<file path="src/include/bcpf_pkg.sv">
// constants shared by the commutation, modulator and register logic
package bcpf_pkg;
    // clock and oscillator timing
    localparam int CLK_HZ = 200_000_000;
    localparam int OSC_FREQ_HZ = 25_000;
    localparam int OSC_PERIOD_CYC = CLK_HZ / OSC_FREQ_HZ;
    localparam int RAMP_W = 13;

    // current sense comparator levels in mV
    localparam int CS_W = 8;
    localparam logic [7:0] CS_LOW_MV = 8'h55;
    localparam logic [7:0] CS_NOM_MV = 8'h64;
    localparam logic [7:0] CS_HIGH_MV = 8'h73;

    // register byte offsets
    localparam logic [7:0] CTRL_OFS = 8'h00;
    localparam logic [7:0] DUTY_OFS = 8'h04;
    localparam logic [7:0] STATUS_OFS = 8'h08;
    localparam int ADDR_W = 8;

    // control register fields
    localparam int CTRL_EN_BIT = 0;
    localparam int CTRL_BRAKE_BIT = 1;
    localparam int CTRL_DIR_BIT = 2;
    localparam int CTRL_SEL60_BIT = 3;
    localparam logic [3:0] CTRL_RST = 4'h5;
    localparam logic [12:0] DUTY_RST = 13'h1FFF;

    // status register fields
    localparam int ST_VALID_BIT = 0;
    localparam int ST_FAULT_BIT = 1;
    localparam int ST_OC_BIT = 2;
    localparam int ST_UV_BIT = 3;
    localparam int ST_THERM_BIT = 4;
    localparam int ST_SPEED_BIT = 5;
    localparam int ST_CUR_BIT = 6;
    localparam int ST_TOP_LSB = 8;
    localparam int ST_BOT_LSB = 12;

    // axi responses
    localparam logic [1:0] RESP_OKAY = 2'h0;
    localparam logic [1:0] RESP_SLVERR = 2'h2;
endpackage : bcpf_pkg

</file>
<file path="src/logic/bcpf_ramp_osc.sv">
// ramp oscillator: sawtooth count and cycle start pulse
module bcpf_ramp_osc #(
    parameter int PERIOD_CYC = bcpf_pkg::OSC_PERIOD_CYC
) (
    input wire logic clk,
    input wire logic resetn,
    output logic [bcpf_pkg::RAMP_W-1:0] ramp,
    output logic cycle_start
);
    import bcpf_pkg::*;

    localparam logic [RAMP_W-1:0] LAST = RAMP_W'(PERIOD_CYC - 1);

    logic [RAMP_W-1:0] ramp_ff;
    logic [RAMP_W-1:0] nxt_ramp;
    logic start_ff;
    logic nxt_start;

    always_comb begin
        nxt_start = (ramp_ff == LAST);
        nxt_ramp = nxt_start ? '0 : ramp_ff + 1'b1;
    end

    always_ff @(posedge clk) begin
        if (!resetn) begin
            ramp_ff <= '0;
            start_ff <= 1'b1;
        end else begin
            ramp_ff <= nxt_ramp;
            start_ff <= nxt_start;
        end
    end

    assign ramp = ramp_ff;
    assign cycle_start = start_ff;
endmodule : bcpf_ramp_osc

</file>
<file path="src/logic/bcpf_hall_dec.sv">
// rotor sensor decoder: code to top and bottom phase selection
module bcpf_hall_dec (
    input wire logic [2:0] code,
    input wire logic sel60,
    input wire logic dir_fwd,
    output logic valid,
    output logic [2:0] top_on,
    output logic [2:0] bot_on
);
    // phase bits: 2 = A, 1 = B, 0 = C
    logic [2:0] fa;
    logic [2:0] fb;

    always_comb begin
        valid = 1'b1;
        fa = 3'h0;
        fb = 3'h0;
        case ({sel60, code})
            4'h4, 4'hC: begin fa = 3'h4; fb = 3'h1; end
            4'h6, 4'hE: begin fa = 3'h2; fb = 3'h1; end
            4'h2, 4'hF: begin fa = 3'h2; fb = 3'h4; end
            4'h3, 4'hB: begin fa = 3'h1; fb = 3'h4; end
            4'h1, 4'h9: begin fa = 3'h1; fb = 3'h2; end
            4'h5, 4'h8: begin fa = 3'h4; fb = 3'h2; end
            default: valid = 1'b0;
        endcase
        // reverse swaps top and bottom phases
        top_on = dir_fwd ? fa : fb;
        bot_on = dir_fwd ? fb : fa;
    end
endmodule : bcpf_hall_dec

</file>
<file path="src/logic/bcpf_commutator.sv">
// three phase commutation, dual latch modulator and protection with axi4-lite registers
// How it works
// - current sense reads 0 under 85 mV, 1 over 115 mV, 100 mV nominal
// - fault and top drive outputs are active low
// - phasing select 1 uses the 60 degree table, 0 the 120 degree table
// - invalid code without brake: all drives off, fault low
// - invalid code with brake: tops off, bottoms on, fault low
// - valid code, brake, enable: tops off, bottoms on, fault high
// - valid code, brake, no enable: tops off, bottoms on, fault low
// - valid code, no brake, no enable: all drives off, fault low
// - valid, enabled, no brake, overcurrent: bottoms off, fault low
// - each oscillator cycle start sets both modulator latches
// - ramp above error level clears the speed latch, ending bottom conduction
// - speed modulation chops bottom drives only, never top drives
// - overcurrent clears current latch, switch stays off for the ramp period
// - at most one conduction pulse per oscillator cycle
// - any undervoltage flag: fault, tops off, bottoms held low
// - fault on invalid code, disable, overcurrent, undervoltage or overtemperature
// - brake overrides direction, enable, sensor code and current sense
// - bottoms brake only after all three top drives are off
// - thermal shutdown acts as enable held low
// - enable low without brake: tops off, bottoms low, fault active
module bcpf_commutator #(
    parameter int OSC_PERIOD_CYC = bcpf_pkg::OSC_PERIOD_CYC
) (
    input wire logic CLK,
    input wire logic RESETN,
    input wire logic [2:0] SENSOR_CODE,
    input wire logic SEL_60DEG,
    input wire logic DIR_FWD,
    input wire logic OUTPUT_ENABLE,
    input wire logic BRAKE,
    input wire logic [bcpf_pkg::CS_W-1:0] CURRENT_SENSE_MV,
    input wire logic UV_LOGIC_SUPPLY,
    input wire logic UV_DRIVE_SUPPLY,
    input wire logic UV_REFERENCE,
    input wire logic THERMAL_SHUTDOWN,
    output logic [2:0] TOP_DRIVE_N,
    output logic [2:0] BOTTOM_DRIVE,
    output logic FAULT_N,
    input wire logic [bcpf_pkg::ADDR_W-1:0] S_AXI_AWADDR,
    input wire logic S_AXI_AWVALID,
    output logic S_AXI_AWREADY,
    input wire logic [31:0] S_AXI_WDATA,
    input wire logic [3:0] S_AXI_WSTRB,
    input wire logic S_AXI_WVALID,
    output logic S_AXI_WREADY,
    output logic [1:0] S_AXI_BRESP,
    output logic S_AXI_BVALID,
    input wire logic S_AXI_BREADY,
    input wire logic [bcpf_pkg::ADDR_W-1:0] S_AXI_ARADDR,
    input wire logic S_AXI_ARVALID,
    output logic S_AXI_ARREADY,
    output logic [31:0] S_AXI_RDATA,
    output logic [1:0] S_AXI_RRESP,
    output logic S_AXI_RVALID,
    input wire logic S_AXI_RREADY
);
    import bcpf_pkg::*;

    // oscillator and decoder
    logic [RAMP_W-1:0] ramp;
    logic cycle_start;
    logic valid;
    logic [2:0] top_on;
    logic [2:0] bot_on;
    logic [3:0] ctrl_ff;
    logic [3:0] nxt_ctrl;
    logic [RAMP_W-1:0] duty_ff;
    logic [RAMP_W-1:0] nxt_duty;

    bcpf_ramp_osc #(.PERIOD_CYC(OSC_PERIOD_CYC)) u_osc (
        .clk(CLK),
        .resetn(RESETN),
        .ramp(ramp),
        .cycle_start(cycle_start)
    );

    bcpf_hall_dec u_dec (
        .code(SENSOR_CODE),
        .sel60(SEL_60DEG | ctrl_ff[CTRL_SEL60_BIT]),
        .dir_fwd(DIR_FWD ^ ctrl_ff[CTRL_DIR_BIT]),
        .valid(valid),
        .top_on(top_on),
        .bot_on(bot_on)
    );

    // protection and modulator state
    logic oc_ff;
    logic nxt_oc;
    logic speed_ff;
    logic nxt_speed;
    logic cur_ff;
    logic nxt_cur;
    logic [2:0] top_n_ff;
    logic [2:0] nxt_top_n;
    logic [2:0] bot_ff;
    logic [2:0] nxt_bot;
    logic fault_n_ff;
    logic nxt_fault_n;
    logic en_eff;
    logic brake_eff;
    logic uv_any;

    always_comb begin
        nxt_oc = oc_ff;
        if (CURRENT_SENSE_MV > CS_HIGH_MV) begin
            nxt_oc = 1'b1;
        end else if (CURRENT_SENSE_MV < CS_LOW_MV) begin
            nxt_oc = 1'b0;
        end
        // set both latches at cycle start
        // ramp past error level ends pulse
        // no re-set until next cycle start
        nxt_speed = speed_ff;
        nxt_cur = cur_ff;
        if (cycle_start) begin
            nxt_speed = 1'b1;
            nxt_cur = 1'b1;
        end else begin
            if (ramp > duty_ff) begin
                nxt_speed = 1'b0;
            end
            // current latch held off for the ramp
            if (oc_ff) begin
                nxt_cur = 1'b0;
            end
        end
        en_eff = OUTPUT_ENABLE & ctrl_ff[CTRL_EN_BIT] & ~THERMAL_SHUTDOWN;
        brake_eff = BRAKE | ctrl_ff[CTRL_BRAKE_BIT];
        uv_any = UV_LOGIC_SUPPLY | UV_DRIVE_SUPPLY | UV_REFERENCE;
        nxt_top_n = 3'h7;
        nxt_bot = 3'h0;
        if (uv_any) begin
            nxt_bot = 3'h0;
        end else if (brake_eff) begin
            nxt_bot = (&top_n_ff) ? 3'h7 : 3'h0;
        end else if (valid && en_eff) begin
            nxt_top_n = ~top_on;
            nxt_bot = (speed_ff & cur_ff & ~oc_ff) ? bot_on : 3'h0;
        end
        nxt_fault_n = ~(~valid | ~en_eff | oc_ff | uv_any);
    end

    always_ff @(posedge CLK) begin
        if (!RESETN) begin
            oc_ff <= 1'b0;
            speed_ff <= 1'b0;
            cur_ff <= 1'b0;
            top_n_ff <= 3'h7;
            bot_ff <= 3'h0;
            fault_n_ff <= 1'b0;
        end else begin
            oc_ff <= nxt_oc;
            speed_ff <= nxt_speed;
            cur_ff <= nxt_cur;
            top_n_ff <= nxt_top_n;
            bot_ff <= nxt_bot;
            fault_n_ff <= nxt_fault_n;
        end
    end

    assign TOP_DRIVE_N = top_n_ff;
    assign BOTTOM_DRIVE = bot_ff;
    // fault pin feeds external delay network
    assign FAULT_N = fault_n_ff;

    // axi4-lite slave
    logic awready_ff;
    logic nxt_awready;
    logic wready_ff;
    logic nxt_wready;
    logic [ADDR_W-1:0] awaddr_ff;
    logic [ADDR_W-1:0] nxt_awaddr;
    logic [31:0] wdata_ff;
    logic [31:0] nxt_wdata;
    logic [3:0] wstrb_ff;
    logic [3:0] nxt_wstrb;
    logic bvalid_ff;
    logic nxt_bvalid;
    logic [1:0] bresp_ff;
    logic [1:0] nxt_bresp;
    logic arready_ff;
    logic nxt_arready;
    logic rvalid_ff;
    logic nxt_rvalid;
    logic [31:0] rdata_ff;
    logic [31:0] nxt_rdata;
    logic [1:0] rresp_ff;
    logic [1:0] nxt_rresp;
    logic [31:0] status;

    always_comb begin
        status = 32'h0;
        status[ST_VALID_BIT] = valid;
        status[ST_FAULT_BIT] = ~fault_n_ff;
        status[ST_OC_BIT] = oc_ff;
        status[ST_UV_BIT] = uv_any;
        status[ST_THERM_BIT] = THERMAL_SHUTDOWN;
        status[ST_SPEED_BIT] = speed_ff;
        status[ST_CUR_BIT] = cur_ff;
        status[ST_TOP_LSB +: 3] = ~top_n_ff;
        status[ST_BOT_LSB +: 3] = bot_ff;

        nxt_awready = awready_ff;
        nxt_wready = wready_ff;
        nxt_awaddr = awaddr_ff;
        nxt_wdata = wdata_ff;
        nxt_wstrb = wstrb_ff;
        nxt_bvalid = bvalid_ff;
        nxt_bresp = bresp_ff;
        nxt_ctrl = ctrl_ff;
        nxt_duty = duty_ff;
        if (S_AXI_AWVALID && awready_ff) begin
            nxt_awaddr = S_AXI_AWADDR;
            nxt_awready = 1'b0;
        end
        if (S_AXI_WVALID && wready_ff) begin
            nxt_wdata = S_AXI_WDATA;
            nxt_wstrb = S_AXI_WSTRB;
            nxt_wready = 1'b0;
        end
        // both halves held, response not yet issued
        if (!awready_ff && !wready_ff && !bvalid_ff) begin
            nxt_bvalid = 1'b1;
            nxt_bresp = RESP_OKAY;
            case (awaddr_ff)
                CTRL_OFS: begin
                    if (wstrb_ff[0]) begin
                        nxt_ctrl = wdata_ff[3:0];
                    end
                end
                DUTY_OFS: begin
                    if (wstrb_ff[0]) begin
                        nxt_duty[7:0] = wdata_ff[7:0];
                    end
                    if (wstrb_ff[1]) begin
                        nxt_duty[RAMP_W-1:8] = wdata_ff[RAMP_W-1:8];
                    end
                end
                STATUS_OFS: nxt_bresp = RESP_OKAY;
                default: nxt_bresp = RESP_SLVERR;
            endcase
        end
        if (bvalid_ff && S_AXI_BREADY) begin
            nxt_bvalid = 1'b0;
            nxt_awready = 1'b1;
            nxt_wready = 1'b1;
        end

        nxt_arready = arready_ff;
        nxt_rvalid = rvalid_ff;
        nxt_rdata = rdata_ff;
        nxt_rresp = rresp_ff;
        if (S_AXI_ARVALID && arready_ff) begin
            nxt_arready = 1'b0;
            nxt_rvalid = 1'b1;
            nxt_rresp = RESP_OKAY;
            case (S_AXI_ARADDR)
                CTRL_OFS: nxt_rdata = {28'h0, ctrl_ff};
                DUTY_OFS: nxt_rdata = {19'h0, duty_ff};
                STATUS_OFS: nxt_rdata = status;
                default: begin
                    nxt_rdata = 32'h0;
                    nxt_rresp = RESP_SLVERR;
                end
            endcase
        end
        if (rvalid_ff && S_AXI_RREADY) begin
            nxt_rvalid = 1'b0;
            nxt_arready = 1'b1;
        end
    end

    always_ff @(posedge CLK) begin
        if (!RESETN) begin
            awready_ff <= 1'b1;
            wready_ff <= 1'b1;
            awaddr_ff <= '0;
            wdata_ff <= 32'h0;
            wstrb_ff <= 4'h0;
            bvalid_ff <= 1'b0;
            bresp_ff <= RESP_OKAY;
            arready_ff <= 1'b1;
            rvalid_ff <= 1'b0;
            rdata_ff <= 32'h0;
            rresp_ff <= RESP_OKAY;
            ctrl_ff <= CTRL_RST;
            duty_ff <= DUTY_RST;
        end else begin
            awready_ff <= nxt_awready;
            wready_ff <= nxt_wready;
            awaddr_ff <= nxt_awaddr;
            wdata_ff <= nxt_wdata;
            wstrb_ff <= nxt_wstrb;
            bvalid_ff <= nxt_bvalid;
            bresp_ff <= nxt_bresp;
            arready_ff <= nxt_arready;
            rvalid_ff <= nxt_rvalid;
            rdata_ff <= nxt_rdata;
            rresp_ff <= nxt_rresp;
            ctrl_ff <= nxt_ctrl;
            duty_ff <= nxt_duty;
        end
    end

    assign S_AXI_AWREADY = awready_ff;
    assign S_AXI_WREADY = wready_ff;
    assign S_AXI_BVALID = bvalid_ff;
    assign S_AXI_BRESP = bresp_ff;
    assign S_AXI_ARREADY = arready_ff;
    assign S_AXI_RVALID = rvalid_ff;
    assign S_AXI_RDATA = rdata_ff;
    assign S_AXI_RRESP = rresp_ff;
endmodule : bcpf_commutator

</file>
<file path="config.mk">
export PLATFORM = sky130hd
export DESIGN_NAME = bcpf_commutator
export DESIGN_NICKNAME = d
export VERILOG_FILES = /design/src/include/bcpf_pkg.sv /design/src/logic/bcpf_ramp_osc.sv /design/src/logic/bcpf_hall_dec.sv /design/src/logic/bcpf_commutator.sv
export SDC_FILE = /design/constraint.sdc
export NUM_CORES = 1
export LEC_CHECK = 0
export ABC_CLOCK_PERIOD_IN_PS = 1760
export BUFFER_PORTS_ARGS = -buffer_cell sky130_fd_sc_hd__buf_2
export CORE_AREA = 2 2 98 100
export CTS_CLUSTER_SIZE = 8
export DETAILED_ROUTE_END_ITERATION = 6
export DIE_AREA = 0 0 100 102
export GPL_TIMING_DRIVEN = 0
export PLACE_DENSITY = 0.8
export SYNTH_ARGS = -nofsm -noshare
export SYNTH_HDL_FRONTEND = slang
export SYNTH_HIERARCHICAL = 1
export SYNTH_SLANG_ARGS = --single-unit
export TNS_END_PERCENT = 5
</file>
<file path="constraint.sdc">
create_clock -name CLK -period 1.76 [get_ports CLK]
set_input_delay 0.264 -clock CLK [delete_from_list [all_inputs] [get_ports CLK]]
set_output_delay 0.264 -clock CLK [all_outputs]
set_load 0.005 [all_outputs]
</file>
==> impl_metrics.toml, run 1 <==
[status]
run_status = "complete, but fails checks"
violations = "setup timing"

[final_layout]
drive_gt1_share_pct = 24.9
layoutNonFillerInstCount = 722
n_antenna_cell = 0
layout_common_cells = "85 x dfxtp_1, 85 x buf_2, 73 x nand2_1, 49 x nand3_1, 45 x a21oi_1"
register_area_um2 = 1720
area_growth_pct = 22.7
nets = 698
num-fill-cells = 857
multi_input_area_um2 = 2120

[routing]
vias_per_cell = 5.23
highest_layer = "met4"
drt_pass1_iterations = 5
drcViolationCount = 0
drt-total-wl_mm = 9.94
vias = 3775
met2_length_mm = 4.82
wl_met3_um = 578
antenna_left = 0
avgRoutedWirePerCell_um = 13.8
wl_met1_mm = 4.38
drtIter0Drc = 102

[pwr]
vdd_drop_max_mv = 0.515
power_density_nw_per_um2 = 802
p_leak_nw = 2.31

[logic_synthesis]
synth_edf_count = 0
syn_inst = 491
yosys_warnings = 6
synth.cell_area_um2 = 4080
syn_area_per_cell_um2 = 8.31
ys_seq_area_share_pct = 42.2
yosysUniqueCellTypes = 58
synthArstFlopShare_pct = 0
synthFlopType = "dfxtp_1"
ys_ff_latch = 86

[worst_setup_path]
critPathMaxFanout = 3
cp-startpoint = "ctrl_ff[3]"
worst_setup_path_start_kind = "register"
rrSetupSlack_ns = -0.05
critical_path_arrival_ns = 2.11
reg2reg_to = "BOTTOM_DRIVE[2]"
worstSetupPathType = "register to register"
rr_worst_depth = 8
r2r-start = "ctrl_ff[3]"
end_kind = "register"
cp.required_ns = 2.06
cp-endpoint = "BOTTOM_DRIVE[2]"

[timing]
slew_violations = 0
max_freq_ghz = 0.554
setup_violations = 3
min_period_over_period_pct = 103
hold_slack_ns = 0.108
relSlewSlack_pct = 64.1
min_period_ns = 1.81
worst_slew_pin_slew_ns = 0.539
worst_slack_ns = -0.0454
hold_violations = 0
rsz0062_at_grt = "true"
skew_ns = 0.00826

[clocking]
root_buffer = "clkbuf_8"
htreeDepth = 3
cts_tree = "done"
clk_latency_ns = 0.36
clkTransAtPathRegs_ns = 0.08
cts_buffers = 9
cts.path.max_buffers = 2
cts.sinks = 86

[min_path]
min_path_type = "input port to register"

[placed_design]
place_ws_ns = -0.300
dpl.hpwl_mm = 7.87
placedCellCount = 703
place.gp.congestion = 0.941
portBuffers = 83

[global_routing]
grt_max_degree = 15
grt_pass1_vias = 3573
overflow = 0
grt_pass1_wl_mm = 16.6
grtUsageTotal_pct = 20.1
antenna_found_initial = 0

[die]
ios = 126
die_x_um = 100
die_h_um = 102
dieArea_um2 = 10200
rows = 35
start_util_pct = 44.8
coreArea_um2 = 9110

[job]
cap_violations = 0
[report_power, final]
| group | internal [mW] | leakage, nW | switching [mW] |
|---|---|---|---|
| combinational | 0.196 | 1.50 | 0.234 |
| sequential | 2.00 | 0.701 | 0.0556 |
| clock | 0.841 | 0.113 | 0.689 |
| total | 3.04 | 2.31 | 0.979 |
[Yosys cell counts, types with 2 or more instances]
cell / number / share of area, %
nor2_1: 30 / 2.8
or2_2: 2 / 0.31
and4_1: 4 / 0.86
and2_1: 3 / 0.46
buf_4: 20 / 3.7
a22oi_1: 2 / 0.37
nor4_1: 2 / 0.31
a211oi_1: 3 / 0.55
dfxtp_1: 86 / 42
a31oi_1: 2 / 0.31
nand2_1: 73 / 6.7
nand2b_1: 3 / 0.46
o21ai_0: 16 / 2.0
nor4_2: 2 / 0.61
nand4_1: 10 / 1.5
ha_1: 14 / 4.3
a22o_1: 4 / 0.86
buf_1: 2 / 0.18
o21ai_1: 6 / 0.74
o2bb2ai_1: 5 / 1.1
buf_6: 2 / 0.55
nor2b_1: 4 / 0.61
nor3_1: 8 / 0.98
a21oi_1: 45 / 5.5
xnor2_1: 5 / 1.1
xor2_1: 7 / 1.5
clkbuf_1: 12 / 1.1
inv_1: 24 / 2.2
nand3_1: 49 / 6.0
mux2i_1: 13 / 3.2
buf_2: 2 / 0.25
a21o_1: 4 / 0.74
clkbuf_8: 2 / 0.67
[sequential cells by signal (all words and copies together) (netlist names), 2 cells and up]
name          cells
BOTTOM_DRIVE      3
S_AXI_RDATA      15
TOP_DRIVE_N       3
awaddr_ff         8
ctrl_ff           4
duty_ff          13
u_osc/ramp       13
wdata_ff         13
wstrb_ff          2
[how the worst min path moves through the flow]
| stage | startpoint | to | slack [ns] | cells after the start |
|---|---|---|---|---|
| floorplan | S_AXI_WVALID | S_AXI_WREADY | 0.36 | 1 |
| global placement | S_AXI_RDATA[11] | S_AXI_RDATA[11] | 0.44 | 2 |
| detailed placement | S_AXI_RDATA[7] | S_AXI_RDATA[7] | 0.45 | 2 |
| CTS | CURRENT_SENSE_MV[7] | oc_ff | 0.11 | 3 |
| global route | CURRENT_SENSE_MV[7] | oc_ff | 0.12 | 3 |
| finish | CURRENT_SENSE_MV[7] | oc_ff | 0.11 | 3 |
[cell type report]
type / instances / area share (%)
Multi-Input combinational cell: 358 / 42.4
Sequential cell: 86 / 34.4
Timing Repair Buffer: 86 / 8.75
Buffer: 40 / 5.32
Clock buffer: 11 / 2.82
Tap cell: 111 / 2.77
Inverter: 25 / 1.87
Clock inverter: 5 / 1.65
[critical path: stages (launching register included)]
cell and delay, ns:
dfxtp_2 0.34, or2_4 0.24, xor2_2 0.16, and3_4 0.16
nor2_4 0.09, and4b_1 0.20, and4_4 0.22, and4_4 0.22
a21o_1 0.12
[through the flow]
stage	power (mW)	setup TNS (ns)	util (%)	area, µm²
5_1_grt	4.17	-0.296	55.0	5010
3_3_place_gp	2.50	-0.861	51.7	4710
4_1_cts	4.02	-0.173	54.7	4980
6_report	4.02	-0.0953	55.0	5010
2_1_floorplan	2.36	0	-	4150
3_5_place_dp	2.51	-1.00	51.7	4710
[layer usage]
layer	track usage, %	vias up
met5	0	-
met4	5.90	0
met3	5.34	17
met2	34.0	123
met1	25.4	1734
li1	-	1901
[kinds of logic after synthesis]
family,count (synthesis),share of synthesized area [%]
AND/OR/NAND/NOR,203,24.2
adder cells (fa/ha/maj),14,4.29
multiplexers,14,3.46
buffers and inverters,65,8.74
flip-flops,86,42.2
other,1,0.0919
XOR/XNOR,12,2.58
AO/OA/AOI/OAI,96,14.4
[timing repair]
action	in CTS	in global routing
hold buffers	0	0
buffers inserted	3	0
pin swaps	7	4
resized for setup	9	7
setup endpoints to repair	6	25
Note: power is estimated with default switching activity, not from simulation.
==> inputs of run 2 (changes only) <==
--- a/config.mk
+++ b/config.mk
@@ -5,13 +5,13 @@
 export SDC_FILE = /design/constraint.sdc
 export NUM_CORES = 1
 export LEC_CHECK = 0
-export ABC_CLOCK_PERIOD_IN_PS = 1760
+export ABC_CLOCK_PERIOD_IN_PS = 1520
 export BUFFER_PORTS_ARGS = -buffer_cell sky130_fd_sc_hd__buf_2
 export CORE_AREA = 2 2 98 100
 export CTS_CLUSTER_SIZE = 8
 export DETAILED_ROUTE_END_ITERATION = 6
 export DIE_AREA = 0 0 100 102
-export GPL_TIMING_DRIVEN = 0
+export GPL_TIMING_DRIVEN = 1
 export PLACE_DENSITY = 0.8
 export SYNTH_ARGS = -nofsm -noshare
 export SYNTH_HDL_FRONTEND = slang
==> constraint.sdc (replaced) <==
create_clock -name CLK -period 1.52 [get_ports CLK]
set_input_delay 0.228 -clock CLK [delete_from_list [all_inputs] [get_ports CLK]]
set_output_delay 0.228 -clock CLK [all_outputs]
set_load 0.005 [all_outputs]
==> run 2 against run 1 <==
Net effect: the flow still finishes with violations (setup timing); hold slack worse by 0.031 ns; core utilization is 0.22 points higher; sequential power is 16% higher; final area is 0.40% higher; final cell count is 0.83% lower; setup slack worse by 0.23 ns; sequential cell count stayed put; clock-buffer cell count is 1 higher.
==> impl_metrics.toml, run 2 (synthesized netlist as in run 1, its figures left out) <==
[status]
run_status = "complete, but fails checks"
violations = "setup timing"

[pwr]
p_leak_nw = 2.31
switching_power_mw = 1.11
power_density_nw_per_um2 = 897
pwr-share-comb_pct = 11.1
seqPwrFrac_pct = 52.8
swShare_pct = 24.7
p_int_mw = 3.39
vdd_drop_max_mv = 0.677
clkPwrFrac_pct = 36.2

[final_layout]
register_area_um2 = 1730
layout_common_cells = "85 x buf_2, 83 x dfxtp_1, 73 x nand2_1, 49 x nand3_1, 45 x a21oi_1"
num-fill-cells = 838
drive_gt1_share_pct = 26.8
n_antenna_cell = 0
finish.utilization_pct = 55.2
area_growth_pct = 23.2
nets = 692
largest_reg_flops = 15
multi_input_area_um2 = 2130
final_common_cell = "buf_2"

[timing]
skew_ns = 0.00927
hold_slack_ns = 0.0765
hold_violations = 0
relSlewSlack_pct = 64.3
worst_slack_ns = -0.280
max_freq_ghz = 0.556
worst_slew_pin_slew_ns = 0.532
min_period_over_period_pct = 118
rsz0062_at_grt = "true"
slew_violations = 0
min_period_ns = 1.80
setup_violations = 8
setup_tns_ns = -1.62

[global_routing]
grt_pass1_wl_mm = 16.0
overflow = 0
grtUsageTotal_pct = 19.8
antenna_found_initial = 0
grt_max_degree = 46
grt_pass1_vias = 3513

[routing]
vias = 3721
avgRoutedWirePerCell_um = 14.2
drt_pass1_iterations = 5
vias_per_cell = 5.20
drt-total-wl_mm = 10.1
antenna_left = 0
drtIter0Drc = 134
drcViolationCount = 0

[die]
start_util_pct = 44.8
dieArea_um2 = 10200
die_h_um = 102
rows = 35
die_x_um = 100
coreArea_um2 = 9110
ios = 126

[placed_design]
portBuffers = 85
dpl.hpwl_mm = 7.75
place.gp.congestion = 0.898
place_ws_ns = -0.247

[clocking]
ctsHoldBuffers = 0
clkTransAtPathRegs_ns = 0.08
htreeDepth = 3
root_buffer = "clkbuf_8"
cts_tree = "done"
cts_buffers = 9
clk_latency_ns = 0.36
cts.sinks = 86
cts.path.max_buffers = 2

[worst_setup_path]
end_kind = "register"
rrSetupSlack_ns = -0.28
worst_setup_path_start_kind = "register"
worstSetupPathType = "register to register"
critPathMaxFanout = 3
cp-startpoint = "ctrl_ff[3]"
cp.required_ns = 1.82
r2r-start = "ctrl_ff[3]"
critical_path_arrival_ns = 2.10
cp-endpoint = "BOTTOM_DRIVE[2]"
rr_worst_depth = 8
reg2reg_to = "BOTTOM_DRIVE[2]"

[job]
cap_violations = 0

[min_path]
hold_depth = 3
min_path_type = "input port to register"
==> run 2: changes by cell type in the layout (fill, tap and decap cells not counted), moves of 2 or more <==
| cell | delta |
|---|---|
| clkbuf_1 | -11 |
| buf_4 | +9 |
| buf_12 | +3 |
| buf_1 | -2 |
| buf_6 | -2 |
| dfxtp_1 | -2 |
==> run 2: final cells by class <==
| type | instances | share of cell area, % |
|---|---|---|
| clock buffers | 12 | 3.09 |
| clock inverters | 4 | 1.10 |
| inverters | 25 | 1.87 |
| multi-input cells | 358 | 42.4 |
| flip-flops and latches | 86 | 34.4 |
| well taps | 111 | 2.76 |
| repair buffers | 120 | 14.4 |
==> run 2: worst max-delay path: stages (launching register included) <==
cell and delay (ns):
dfxtp_1 0.31, or2_4 0.24, xor2_2 0.16, and3_4 0.16
nor2_4 0.08, and4b_1 0.22, and4_1 0.22, and4_4 0.23
a21o_1 0.13
==> run 2: per-stage QoR <==
step                std cells  area (µm²)  power, mW
finish                    716        5030       4.51
global route              716        5030       4.71
CTS                       716        4970       4.51
detailed placement        698        4740       2.90
global placement          698        4740       2.88
floorplan                 509        4160       2.73
==> run 2: power by group through the flow <==
stage	Clock (mW)	Combinational (mW)	Sequential, mW
2_1_floorplan	0	0.317	2.41
3_3_place_gp	0	0.459	2.42
3_5_place_dp	0	0.477	2.42
4_1_cts	1.66	0.484	2.37
5_1_grt	1.76	0.559	2.39
6_report	1.63	0.499	2.38
==> run 2: timing repair <==
| action | CTS | global route |
|---|---|---|
| setup buffers | 2 | 0 |
| pin swaps | 2 | 2 |
| endpoints found under the setup margin | 8 | 27 |
| resized for setup | 2 | 11 |
==> run 2: layer usage <==
layer	wire, µm	vias to the layer above	GRT usage (%)	part of all wire [%]
met5	0	-	0	0
met4	120	0	5.58	1.2
met3	582	13	5.61	5.7
met2	5080	111	34.6	50
met1	4360	1721	24.0	43
li1	-	1876	-	-
==> run 2: worst min-delay path by stage <==
stage | from | endpoint | slack (ns)
finish | CURRENT_SENSE_MV[7] | oc_ff | 0.08
CTS | S_AXI_WVALID | S_AXI_WREADY | 0.06
floorplan | S_AXI_WVALID | S_AXI_WREADY | 0.33
global placement | CURRENT_SENSE_MV[7] | oc_ff | 0.44
detailed placement | CURRENT_SENSE_MV[7] | oc_ff | 0.44
global route | CURRENT_SENSE_MV[7] | oc_ff | 0.07
==> inputs of run 3 (changes only) <==
--- a/config.mk
+++ b/config.mk
@@ -13,6 +13,7 @@
 export DIE_AREA = 0 0 100 102
 export GPL_TIMING_DRIVEN = 1
 export PLACE_DENSITY = 0.8
+export SETUP_SLACK_MARGIN = 0.05
 export SYNTH_ARGS = -nofsm -noshare
 export SYNTH_HDL_FRONTEND = slang
 export SYNTH_HIERARCHICAL = 1
==> run 3 against run 2 <==
Net effect: the flow still finishes with violations (setup timing); critical path depth unchanged; sequential power is essentially flat; routed wire length is 0.91% higher; clock-buffer cell count unchanged; combinational power barely moved; critical path type unchanged; largest power group unchanged; highest routed layer unchanged.
==> impl_metrics.toml, run 3 (synthesized netlist as in run 1, its figures left out) <==
[timing]
rsz0062_at_grt = "true"
relSlewSlack_pct = 66.4
skew_ns = 0.00953
setup_tns_ns = -1.58
worst_slew_pin_slew_ns = 0.500
min_period_ns = 1.79
worst_slack_ns = -0.267
slew_violations = 0
hold_violations = 0
setup_violations = 8
max_freq_ghz = 0.560
min_period_over_period_pct = 118

[status]
violations = "setup timing"
run_status = "complete, but fails checks"

[final_layout]
register_area_um2 = 1730
finish.utilization_pct = 55.2
nets = 692
n_antenna_cell = 0
final_common_cell = "buf_2"
num-fill-cells = 836
area_growth_pct = 23.2
layoutNonFillerInstCount = 716
multi_input_area_um2 = 2130
drive_gt1_share_pct = 26.9
layout_common_cells = "85 x buf_2, 82 x dfxtp_1, 73 x nand2_1, 49 x nand3_1, 45 x a21oi_1"
largest_reg_flops = 15

[routing]
avgRoutedWirePerCell_um = 14.3
drt_pass1_iterations = 5
drtIter0Drc = 132
met2_length_mm = 5.14
highest_layer = "met4"
wl_met3_um = 655
antenna_left = 0
drcViolationCount = 0
wl_met1_mm = 4.32
vias_per_cell = 5.29
vias = 3791
drt-total-wl_mm = 10.2

[die]
rows = 35
start_util_pct = 44.8
dieArea_um2 = 10200
coreArea_um2 = 9110
die_x_um = 100
die_h_um = 102
ios = 126

[worst_setup_path]
end_kind = "register"
critPathMaxFanout = 3
critical_path_arrival_ns = 2.09
worst_setup_path_start_kind = "register"
cp.required_ns = 1.82
worstSetupPathType = "register to register"

[clocking]
clk_latency_ns = 0.36
root_buffer = "clkbuf_8"
cts_buffers = 9
htreeDepth = 3
clkTransAtPathRegs_ns = 0.08
cts.path.max_buffers = 2
cts_tree = "done"
cts.sinks = 86

[pwr]
power_density_nw_per_um2 = 896
p_leak_nw = 2.31
p_total_mw = 4.51
vdd_drop_max_mv = 0.677

[min_path]
min_path_type = "input port to register"

[global_routing]
grt_pass1_wl_mm = 16.1
overflow = 0
grtUsageTotal_pct = 19.8
antenna_found_initial = 0
grt_max_degree = 46
grt_pass1_vias = 3522

[placed_design]
placedCellCount = 698
portBuffers = 85
place_ws_ns = -0.247
dpl.hpwl_mm = 7.75
place.gp.congestion = 0.898

[job]
cap_violations = 0
[run 3: metrics by stage]
step / instance area, µm² / hold slack, ns
6_report: 5030 / 0.0763
3_5_place_dp: 4740 / 0.444
3_3_place_gp: 4740 / 0.439
2_1_floorplan: 4160 / 0.328
5_1_grt: 5030 / 0.0674
4_1_cts: 4990 / 0.0635
[run 3: final timing paths]
path	from	to	slack, ns	cells past startpoint
worst min-delay path	CURRENT_SENSE_MV[7]	oc_ff	0.08	3
worst max-delay path	ctrl_ff[3]	BOTTOM_DRIVE[2]	-0.27	8
worst max register to register	ctrl_ff[3]	BOTTOM_DRIVE[2]	-0.27	8
worst min register to register	S_AXI_RDATA[6]	S_AXI_RDATA[6]	0.46	2
[run 3: cell type report]
class	count	area share [%]
Tap cell	111	2.76
Sequential cell	86	34.3
Inverter	25	1.87
Clock buffer	12	3.08
Clock inverter	4	1.09
Multi-Input combinational cell	358	42.4
Timing Repair Buffer	120	14.5
[run 3: repair_timing]
action,CTS,global route
endpoints found under the setup margin,14,19
hold buffers,0,0
pin swaps,3,3
setup buffers,2,0
gates resized for setup,6,8
[run 3: power by group]
| part | leakage [nW] | total [mW] | internal [mW] | switching [mW] |
|---|---|---|---|---|
| logic | 1.51 | 0.501 | 0.220 | 0.280 |
| clock network | 0.103 | 1.63 | 0.855 | 0.773 |
| registers | 0.702 | 2.38 | 2.32 | 0.0604 |
| total | 2.31 | 4.51 | 3.39 | 1.11 |
[run 3: critical path, stage by stage (launching register included)]
cell	delay (ns)
dfxtp_1	0.31
or2_4	0.24
xor2_2	0.16
and3_4	0.16
nor2_4	0.08
and4b_1	0.22
and4_1	0.22
and4_4	0.23
a21o_1	0.13
[run 3: per-layer routing]
layer / global-route usage, % / up-vias
li1: - / 1882
met1: 24.3 / 1757
met2: 34.5 / 138
met3: 5.34 / 14
met4: 5.69 / 0
met5: 0 / -
